## src/include/mirror_spi_defs.svh

```systemverilog
`ifndef MIRROR_SPI_DEFS_SVH
`define MIRROR_SPI_DEFS_SVH

`define FRAME_BITS 16
`define REG_MIRROR_HEATER 2'h0
`define REG_PWM_IN_1_ROUTE 2'h1
`define REG_BRIDGE_LAMP 2'h2
`define REG_PWM_IN_2_ROUTE 2'h3
`define CTRL_RESET 10'h000
`define SENSE_NONE 3'h0
`define SENSE_BRIDGE4_HIGH 3'h3
`define SENSE_HEATER 3'h4
`define BIT_ADDR_HI 1
`define BIT_CLEAR 2
`define BIT_SENSE_LO 3
`define BIT_SENSE_HI 5
`define BIT_DATA_LO 6
`define BIT_DATA_HI 15
`define BIT_HEATER_ON 9
`define BIT_PWM_HEATER 15
`define BIT_PWM_LAMP_A 14
`define BIT_PWM_LAMP_B 12
`define BIT_BRIDGE_LO 10
`define BIT_LAMP_A_ON 9
`define BIT_LAMP_B_ON 7
`define BIT_OPL_HI 7
`define BIT_OPL_LO 6
`define BIT_TEST_HI 8
`define BIT_TEST_LO 6

`endif

```

## src/include/mirror_spi_pkg.sv

```systemverilog
package mirror_spi_pkg;
   typedef enum logic [1:0] {
      REG_HEATER,
      REG_PWM_IN_1,
      REG_BRIDGE,
      REG_PWM_IN_2
   } reg_sel_t;
   typedef enum logic [1:0] {
      SENSE_OFF,
      SENSE_BRIDGE4,
      SENSE_HEATER_SW
   } sense_route_t;
   typedef enum logic [1:0] {
      LINK_IDLE,
      LINK_FRAME,
      LINK_COMMIT
   } link_state_t;
endpackage : mirror_spi_pkg

```

## src/verilog/pin_sync.sv

```systemverilog
module pin_sync (
   input wire logic clock_i,
   input wire logic rst_n_i,
   input wire logic pin_i,
   input wire logic init_i,
   output logic level_o,
   output logic rise_o,
   output logic fall_o
);
   logic s1_r;
   logic s2_r;
   logic s3_r;
   logic level_r;

   // Stages start at the pin's idle level, so leaving reset makes no edge.
   always_ff @(posedge clock_i) begin
      if (!rst_n_i) begin
         s1_r <= init_i;
         s2_r <= init_i;
         s3_r <= init_i;
      end else begin
         s1_r <= pin_i;
         s2_r <= s1_r;
         s3_r <= s2_r;
      end
   end

   // A change counts only once the second and third stages agree.
   always_ff @(posedge clock_i) begin
      if (!rst_n_i) begin
         level_r <= init_i;
      end else if (s2_r == s3_r) begin
         level_r <= s3_r;
      end
   end

   assign level_o = level_r;
   assign rise_o = (s2_r == s3_r) && s3_r && !level_r;
   assign fall_o = (s2_r == s3_r) && !s3_r && level_r;
endmodule : pin_sync

```

## src/verilog/frame_shifter.sv

```systemverilog
module frame_shifter (
   input wire logic clock_i,
   input wire logic rst_n_i,
   input wire logic load_i,
   input wire logic [15:0] load_data_i,
   input wire logic shift_i,
   input wire logic serial_bit_i,
   input wire logic present_i,
   output logic [15:0] word_o,
   output logic out_bit_o
);
   logic [15:0] shift_r;
   logic out_r;

   always_ff @(posedge clock_i) begin
      if (!rst_n_i) begin
         shift_r <= 16'h0000;
      end else if (load_i) begin
         shift_r <= load_data_i;
      end else if (shift_i) begin
         shift_r <= {shift_r[14:0], serial_bit_i};
      end
   end

   // Presents the current MSB; the top captures it on rising clock edges.
   always_ff @(posedge clock_i) begin
      if (!rst_n_i) begin
         out_r <= 1'b0;
      end else if (load_i) begin
         out_r <= load_data_i[15];
      end else if (present_i) begin
         out_r <= shift_r[15];
      end
   end

   assign word_o = shift_r;
   assign out_bit_o = out_r;
endmodule : frame_shifter

```

## src/verilog/mirror_driver_spi_control.sv

```systemverilog
`include "mirror_spi_defs.svh"

module mirror_driver_spi_control (
   input wire logic clock_i,
   input wire logic rst_n_i,
   input wire logic logic_supply_ok_i,
   input wire logic wake_enable_i,
   input wire logic select_n_i,
   input wire logic serial_clk_i,
   input wire logic serial_in_i,
   input wire logic pwm_in_1_i,
   input wire logic pwm_in_2_i,
   input wire logic [15:0] status_word_0_i,
   input wire logic [15:0] status_word_1_i,
   input wire logic [15:0] status_word_2_i,
   input wire logic [15:0] status_word_3_i,
   output logic serial_out_o,
   output logic serial_out_oe_n_o,
   output logic outputs_oe_n_o,
   output logic heater_drive_o,
   output logic lamp_a_drive_o,
   output logic lamp_b_drive_o,
   output logic [5:0] bridge_drive_o,
   output logic [2:0] openload_pullup_o,
   output logic test_mode_o,
   output mirror_spi_pkg::sense_route_t sense_route_o,
   output logic [3:0] status_clear_o
);
   import mirror_spi_pkg::*;

   logic supply_lvl;
   logic supply_rise;
   logic wake_lvl;
   logic wake_rise;
   logic sel_lvl;
   logic sel_rise;
   logic sel_fall;
   logic sclk_rise;
   logic sclk_fall;
   logic sdi_lvl;
   logic por;
   logic [15:0] shift_word;
   logic shift_bit;
   link_state_t state_r;
   logic [4:0] bit_count_r;
   logic [9:0] heater_reg_r;
   logic [9:0] pwm_in_1_reg_r;
   logic [9:0] bridge_reg_r;
   logic [9:0] pwm_in_2_reg_r;
   logic [2:0] sense_sel_r;
   logic clear_pending_r;
   logic [1:0] status_sel_r;
   logic [1:0] clear_sel_r;
   logic [15:0] status_mux;
   logic heater_nxt;
   logic lamp_a_nxt;
   logic lamp_b_nxt;

   function automatic logic drive_of(input logic on_bit, input logic pick1,
                                     input logic pick2, input logic p1,
                                     input logic p2);
      drive_of = (pick1 & p1) | (pick2 & p2) | (on_bit & ~pick1 & ~pick2);
   endfunction : drive_of

   pin_sync supply_sync (
      .clock_i(clock_i), .rst_n_i(rst_n_i), .pin_i(logic_supply_ok_i),
      .init_i(1'b0), .level_o(supply_lvl), .rise_o(supply_rise),
      .fall_o()
   );
   pin_sync wake_sync (
      .clock_i(clock_i), .rst_n_i(rst_n_i), .pin_i(wake_enable_i),
      .init_i(1'b0), .level_o(wake_lvl), .rise_o(wake_rise), .fall_o()
   );
   pin_sync sel_sync (
      .clock_i(clock_i), .rst_n_i(rst_n_i), .pin_i(select_n_i),
      .init_i(1'b1), .level_o(sel_lvl), .rise_o(sel_rise),
      .fall_o(sel_fall)
   );
   pin_sync sclk_sync (
      .clock_i(clock_i), .rst_n_i(rst_n_i), .pin_i(serial_clk_i),
      .init_i(1'b0), .level_o(), .rise_o(sclk_rise),
      .fall_o(sclk_fall)
   );
   pin_sync sdi_sync (
      .clock_i(clock_i), .rst_n_i(rst_n_i), .pin_i(serial_in_i),
      .init_i(1'b0), .level_o(sdi_lvl), .rise_o(), .fall_o()
   );

   // Supply rise and wake rise both clear every stored setting and the link state; the shift register keeps its word.
   assign por = supply_rise | wake_rise;

   always_comb begin
      case (status_sel_r)
         2'h0: status_mux = status_word_0_i;
         2'h1: status_mux = status_word_1_i;
         2'h2: status_mux = status_word_2_i;
         2'h3: status_mux = status_word_3_i;
         default: status_mux = 16'h0000;
      endcase
   end

   // Present data on the rise; sample on the fall.
   frame_shifter shifter (
      .clock_i(clock_i),
      .rst_n_i(rst_n_i),
      .load_i(state_r == LINK_IDLE && sel_fall && wake_lvl),
      .load_data_i(status_mux),
      .shift_i(state_r == LINK_FRAME && sclk_fall),
      .serial_bit_i(sdi_lvl),
      .present_i(state_r == LINK_FRAME && sclk_rise),
      .word_o(shift_word),
      .out_bit_o(shift_bit)
   );

   always_ff @(posedge clock_i) begin
      if (!rst_n_i || por || !wake_lvl) begin
         state_r <= LINK_IDLE;
      end else begin
         case (state_r)
            LINK_IDLE: if (sel_fall) state_r <= LINK_FRAME;
            LINK_FRAME: if (sel_rise) state_r <= LINK_COMMIT;
            LINK_COMMIT: state_r <= LINK_IDLE;
            default: state_r <= LINK_IDLE;
         endcase
      end
   end

   always_ff @(posedge clock_i) begin
      if (!rst_n_i || state_r == LINK_IDLE) begin
         bit_count_r <= 5'h00;
      end else if (state_r == LINK_FRAME && sclk_fall &&
                   bit_count_r != 5'h1F) begin
         bit_count_r <= bit_count_r + 5'h01;
      end
   end

   // A frame of at least 16 bits commits its last 16; longer frames
   // simply pass older bits onward, which is what a daisy chain needs.
   always_ff @(posedge clock_i) begin
      if (!rst_n_i || por) begin
         heater_reg_r <= `CTRL_RESET;
         pwm_in_1_reg_r <= `CTRL_RESET;
         bridge_reg_r <= `CTRL_RESET;
         pwm_in_2_reg_r <= `CTRL_RESET;
         sense_sel_r <= `SENSE_NONE;
         status_sel_r <= 2'h0;
      end else if (state_r == LINK_COMMIT && bit_count_r >= 5'h10) begin
         case (shift_word[`BIT_ADDR_HI:0])
            `REG_MIRROR_HEATER:
               heater_reg_r <= shift_word[`BIT_DATA_HI:`BIT_DATA_LO];
            `REG_PWM_IN_1_ROUTE:
               pwm_in_1_reg_r <= shift_word[`BIT_DATA_HI:`BIT_DATA_LO];
            `REG_BRIDGE_LAMP:
               bridge_reg_r <= shift_word[`BIT_DATA_HI:`BIT_DATA_LO];
            `REG_PWM_IN_2_ROUTE:
               pwm_in_2_reg_r <= shift_word[`BIT_DATA_HI:`BIT_DATA_LO];
            default: heater_reg_r <= heater_reg_r;
         endcase
         sense_sel_r <= shift_word[`BIT_SENSE_HI:`BIT_SENSE_LO];
         status_sel_r <= shift_word[`BIT_ADDR_HI:0];
      end
   end // Values otherwise hold indefinitely.

   // The clear takes effect at the end of the next frame of at least 16 bits.
   always_ff @(posedge clock_i) begin
      if (!rst_n_i || por) begin
         clear_pending_r <= 1'b0;
         clear_sel_r <= 2'h0;
         status_clear_o <= 4'h0;
      end else begin
         status_clear_o <= 4'h0;
         if (state_r == LINK_COMMIT && bit_count_r >= 5'h10) begin
            if (clear_pending_r) begin
               status_clear_o <= 4'h1 << clear_sel_r;
            end
            clear_pending_r <= shift_word[`BIT_CLEAR];
            clear_sel_r <= shift_word[`BIT_ADDR_HI:0];
         end
      end
   end

   // Indices are bit positions minus the data field base of 6.
   assign heater_nxt = drive_of(heater_reg_r[`BIT_HEATER_ON - 6],
                                pwm_in_1_reg_r[`BIT_PWM_HEATER - 6],
                                pwm_in_2_reg_r[`BIT_PWM_HEATER - 6],
                                pwm_in_1_i, pwm_in_2_i);
   assign lamp_a_nxt = drive_of(bridge_reg_r[`BIT_LAMP_A_ON - 6],
                                pwm_in_1_reg_r[`BIT_PWM_LAMP_A - 6],
                                pwm_in_2_reg_r[`BIT_PWM_LAMP_A - 6],
                                pwm_in_1_i, pwm_in_2_i);
   assign lamp_b_nxt = drive_of(bridge_reg_r[`BIT_LAMP_B_ON - 6],
                                pwm_in_1_reg_r[`BIT_PWM_LAMP_B - 6],
                                pwm_in_2_reg_r[`BIT_PWM_LAMP_B - 6],
                                pwm_in_1_i, pwm_in_2_i);

   always_ff @(posedge clock_i) begin
      if (!rst_n_i || por || !wake_lvl || !supply_lvl) begin
         heater_drive_o <= 1'b0;
         lamp_a_drive_o <= 1'b0;
         lamp_b_drive_o <= 1'b0;
         bridge_drive_o <= 6'h00;
         openload_pullup_o <= 3'h0;
         test_mode_o <= 1'b0;
         sense_route_o <= SENSE_OFF;
         outputs_oe_n_o <= 1'b1;
      end else begin
         heater_drive_o <= heater_nxt;
         lamp_a_drive_o <= lamp_a_nxt;
         lamp_b_drive_o <= lamp_b_nxt;
         bridge_drive_o <= bridge_reg_r[9:4];
         openload_pullup_o <= {pwm_in_2_reg_r[`BIT_OPL_LO - 6],
                               pwm_in_2_reg_r[`BIT_OPL_HI - 6],
                               pwm_in_1_reg_r[`BIT_OPL_HI - 6]};
         test_mode_o <= |heater_reg_r[2:0] |
                        pwm_in_1_reg_r[`BIT_TEST_LO - 6];
         case (sense_sel_r)
            `SENSE_BRIDGE4_HIGH: sense_route_o <= SENSE_BRIDGE4;
            `SENSE_HEATER: sense_route_o <= SENSE_HEATER_SW;
            default: sense_route_o <= SENSE_OFF;
         endcase
         outputs_oe_n_o <= 1'b0;
      end
   end

   // Only a selected device drives the shared line.
   always_ff @(posedge clock_i) begin
      if (!rst_n_i || por || !wake_lvl || sel_lvl) begin
         serial_out_oe_n_o <= 1'b1;
         serial_out_o <= 1'b0;
      end else if (state_r == LINK_FRAME) begin
         serial_out_oe_n_o <= 1'b0;
         serial_out_o <= shift_bit;
      end
   end
endmodule : mirror_driver_spi_control

```

## config.mk

```make
export PLATFORM = sky130hd
export DESIGN_NAME = mirror_driver_spi_control
export DESIGN_NICKNAME = d
export VERILOG_FILES = /design/src/include/mirror_spi_pkg.sv /design/src/verilog/pin_sync.sv /design/src/verilog/frame_shifter.sv /design/src/verilog/mirror_driver_spi_control.sv
export VERILOG_INCLUDE_DIRS = /design/src /design/src/include
export SDC_FILE = /design/constraint.sdc
export NUM_CORES = 1
export LEC_CHECK = 0
export BUFFER_PORTS_ARGS = -buffer_cell sky130_fd_sc_hd__buf_2
export CORE_UTILIZATION = 53
export DETAILED_ROUTE_END_ITERATION = 6
export PLACE_DENSITY = 0.85
export SYNTH_ARGS = -nofsm -noshare
export SYNTH_HDL_FRONTEND = slang
export SYNTH_SLANG_ARGS = --single-unit
```

## constraint.sdc

```tcl
create_clock -name clock_i -period 1.8 [get_ports clock_i]
set_input_delay 0.27 -clock clock_i [delete_from_list [all_inputs] [get_ports clock_i]]
set_output_delay 0.27 -clock clock_i [all_outputs]
set_load 0.1 [all_outputs]
```

After elaboration in Yosys (flattened, before gate mapping). Index checks and enable logic that the tools add are counted.

Bits in registers: 106. Word-level logic and storage cells: 143.

Add/sub/neg operators: 1. Order comparisons: 1. Eq/ne operators: 18. Shifts and indexed selects: 1. Mux-type cells: 10. Bitwise logic cells: 28. Reductions and logical operators: 42.

Operators by type and width (count): 16-bit case mux with 4 select lines (1); 16-bit two-way mux (2); 1-bit logical AND (18); 1-bit bitwise AND (12); 2-bit equality test, second input constant (5); 2-bit AND reduction (5); 1-bit inverter (8); 1-bit OR (8); 2-bit case mux with 2 select lines (2); 1-bit zero test (7); 2-bit by 1-bit equality test with 1-bit output, second input constant (3); 2-bit zero test (3); 3-bit OR reduction (2); 5-bit by 1-bit adder with 5-bit output, second input constant (1); 1-bit equality test (5); 5-bit greater-or-equal comparator, second input constant (1); 1-bit logical OR (5); 5-bit inequality test, second input constant (1); 2-bit two-way mux (2); 2-bit inequality test, second input constant (2); 2-bit nonzero test (2); 1-bit by 2-bit << shifter with 4-bit output, first input constant (1); 3-bit by 2-bit equality test with 1-bit output, second input constant (1); 3-bit equality test, second input constant (1); 1-bit two-way mux (3).

Depth between registers and ports, before layout.
Depth in word-level cells: 8. Gate-level depth with buffers: 7. Depth with buffers taken out: 6.

By module. Synthesis repeated with hierarchy kept, for this count alone.

Cell total of the unflattened synthesis: 391. Area total of the unflattened synthesis: 4222.8 µm².

By module, submodules not included: mirror_driver_spi_control (instances 1, cells an instance 242, area each 2508.7 µm², seq. area each 1141.1 µm²); pin_sync (instances 5, cells an instance 15, area each 183.9 µm², seq. area each 90.1 µm²); frame_shifter (instances 1, cells an instance 74, area each 794.5 µm², seq. area each 340.3 µm²).

Worst setup path before layout. OpenSTA, ideal clock, no wires.

Path kind: register to register. From: reg bit_count_r[0]. To: reg bit_count_r[3]. Arrival time: 1519 ps. Setup slack: 210 ps. Stages on the path, launching flop included: 6. Path buffers: 0. Clock period less this slack: 1590 ps. Cells stage by stage: dfxtp_1 > ha_1 > and3_1 > ha_1 > or4_1 > a21oi_1.

Cells in the longest elaborated chain, start to end: 2. Elaborated cells on any way between the ends: 3. Those cells by class: add/sub: 1; eq/ne: 1; reduce/logical: 1.

Ends and longest elaborated chain: start: declaration (RTL line mirror_driver_spi_control.sv:45) `logic [4:0] bit_count_r;`; start signal: assignment (RTL line mirror_driver_spi_control.sv:133) `bit_count_r <= bit_count_r + 5'h01;`; parallel branches: the longest is 2 deep, another holds 5-bit by 1-bit adder with 5-bit output.

Parallel ways; which one is timed is not known. A chain may end at the register's enable or synchronous reset.

Final worst setup path. Ends and elaborated chain as after synthesis.

==> flow_metrics.tcl <==
set metrics [dict create \
    synth_nets 465 \
    timing.critical_path.arrival_ps 1990 \
    cts_root_buf "clkbuf_8" \
    cts_made_buffers 9 \
    yosys_warnings 0 \
    synth_top_cells_by_count "dfxtp_1 (94), a21oi_1 (29), nand3_1 (29)" \
    post_synth_mux_area_share_pct 16.4 \
    worstPathRequired_ps 2090 \
    first_pass_grt_wire_length_mm 13.9 \
    finalWorstPathRequiredPeriod_ps 1690 \
    fillers 520 \
    antenna_left 0 \
    post_synth_instance_area_um2 3900 \
    power_density_cells_nw_per_um2 793 \
    clock_skew_ps 10.8 \
    cts_hold_repair.buffers 0 \
    yosys_most_used_dff "dfxtp_1" \
    finalWirelength_mm 8.43 \
    remaining_drc_errors 0 \
    grt_pass1_vias 2930 \
    cts_resized 0 \
    hold_class "in2reg" \
    die-height_um 87.8 \
    port-buffer-count 94 \
    dpl_cell_area_um2 4480 \
    critPathMaxFanout 7 \
    yosys.area_share.simple_pct 15.9 \
    yosysSeqAreaShare_pct 48.2 \
    report.final.hold_viol_count 0 \
    grt_antenna_before_repair 0 \
    post-cts-setup-buffers 0 \
    status "completed" \
    largest_net_degree_at_the_start_of_global_routing 29 \
    synthesized_area_fraction_occupied_by_adder_cells_pct 2.56 \
    synth.avg_cell_area_um2 10.2 \
    post_route_cells_drive_above_1_share_pct 29.0 \
    detail_route.wl_per_cell_um 14.6 \
    insertion_delay_ps 370 \
    drt_first_iter_violations 187 \
    yosysMostFrequentCell "dfxtp_1" \
    layout.area.seq_um2 1880 \
    main_combinational_cell_family_by_area_after_synthesis "multiplexers" \
    multi_input_gate_area_in_the_final_layout_um2 1830 \
    place_congestion 0.824 \
    cts_max_level 3 \
    synth.area.top_cells "dfxtp_1 (48%), mux4_2 (9.2%), mux2i_1 (7.2%)" \
    min_from "select_n_i" \
    worst-setup-path-type "reg2reg" \
    layout_worst_path_cycle_share_pct 94.1 \
    total_power_w 0.00372 \
    synth_compound_area_share_pct 11.9 \
    setup.worst_path.start "bit_count_r[0]" \
    core_area_um2 6940 \
    synth.ff_latch_count 94 \
    routed_via_density 5.50 \
    finalSetupViolations 0 \
    cts.sinks 94 \
    syn_inst 384 \
    io-pin-count 95 \
    synth_enable_flop_cells 0 \
    setup_tns_ps 0 \
    max_slew_margin_pct 64.1 \
    worst_setup_path_start_kind "flip-flop" \
    grt.overflow.total 0 \
    chipWidth_um 87.8 \
    post_synth_xor_area_fraction_pct 0 \
    endpoint_type_of_the_worst_setup_path "flip-flop" \
    hpwl_mm 6.08 \
    detailedRoute.firstPassIterationCount 5 \
    post-synth-top-area-fraction_pct 48.2 \
    num_vias 3178 \
    effective_utilization_at_floorplan_pct 56.2 \
    synthDistinctLibCells 43 \
    max_capacitance_violation_count 0 \
    tightest_slew_ps 536 \
    layout-area-overhead-vs-synth_pct 20.3 \
    launch_point_of_the_worst_reg_to_reg_path "bit_count_r[0]" \
    clock_path_buffers 2 \
    layout.cell_area.non_filler_um2 4700 \
    layout.core_utilization_pct 67.6 \
    synth_area_leader_cell "dfxtp_1" \
    unrepaired_setup_endpoints_after_global_routing "false" \
    path_clk_slew_ps 80 \
    globalRouteTotalUtil_pct 23.9 \
    achievable-frequency_mhz 590 \
    static-leakage-power_nw 2.03 \
    row_count 30 \
    final.hold.worst_slack_ps 88.0 \
    ir_drop_uv 518 \
    timing_max_transition_violations_final 0 \
    antennaDiodeCount 0 \
    dieArea_um2 7710 \
    nets_finish 558 \
    ys_async_sr_fraction_pct 0 \
    tritoncts "yes" \
]
==> where the power goes <==
part | switching [W] | internal (W)
Sequential | 0.00000789 | 0.00209
Clock | 0.000726 | 0.000723
Combinational | 0.0000697 | 0.000102
Total | 0.000804 | 0.00292
==> final cells by class <==
cell class / instances / area share, %
clock buffer: 12 / 3.30
clock inverter: 4 / 1.15
inverter: 23 / 1.84
multi-input combinational: 243 / 38.9
sequential: 94 / 40.1
tap: 96 / 2.56
timing repair buffer: 106 / 12.2
==> cell usage in the layout, fill, tap and decap left out, drive strengths merged, types with 4 or more instances in the layout <==
cell      n
inv      24
and2     22
a22oi     4
o21ai    29
nand2     9
nand3    29
ha        8
mux2i    28
nor2     10
nor2b     4
o22ai    15
buf     106
a21oi    29
nor3      8
dfxtp    94
mux4     16
clkbuf   12
nand2b    8
==> through the flow <==
stage | instances | worst slack (ps)
after CTS | 578 | 69.3
after floorplan | 384 | 210
final | 578 | 106
after detailed placement | 562 | 82.7
after global placement | 562 | 177
after global routing | 578 | 9.85
==> worst paths after layout <==
check / endpoint / slack [ps] / cells after the start
setup / recovery: bit_count_r[3] / 110 / 5
hold / removal: sel_sync.s1_r / 90 / 2
setup reg to reg: bit_count_r[3] / 110 / 5
hold reg to reg: sel_sync.s2_r / 410 / 1
==> state kept, by name, summed over array words and instances (netlist names), 2 cells and up <==
register,cells
bit_count_r,5
bridge_drive_o,6
bridge_reg_r,8
clear_sel_r,2
heater_reg_r,4
openload_pullup_o,3
pwm_in_1_reg_r,5
pwm_in_2_reg_r,5
sense_route_o,2
sense_sel_r,3
shifter.word_o,16
state_r,2
status_clear_o,4
==> per-layer routing <==
layer,wire (um),track usage [%],vias up
met4,156,9.69,0
met3,625,6.03,13
li1,-,-,1558
met1,3510,29.9,1468
met2,4140,39.6,139
met5,0,0,-
==> logic make-up (layout without fill, tap and decap cells) <==
| group | Yosys count | after routing |
|---|---|---|
| and+or+nand+nor | 108 | 108 |
| AOI/OAI and AO/OA | 83 | 83 |
| DFF | 94 | 94 |
| buffers and inverters | 47 | 145 |
| adders and majority gates | 8 | 8 |
| muxes | 44 | 44 |
==> worst max-delay path, stage by stage (launching register included) <==
cell	delay [ps]
dfxtp_1	350
ha_1	220
and3_1	190
ha_2	210
or4_1	500
a21oi_1	160
Note: power is estimated with default switching activity, not from simulation.
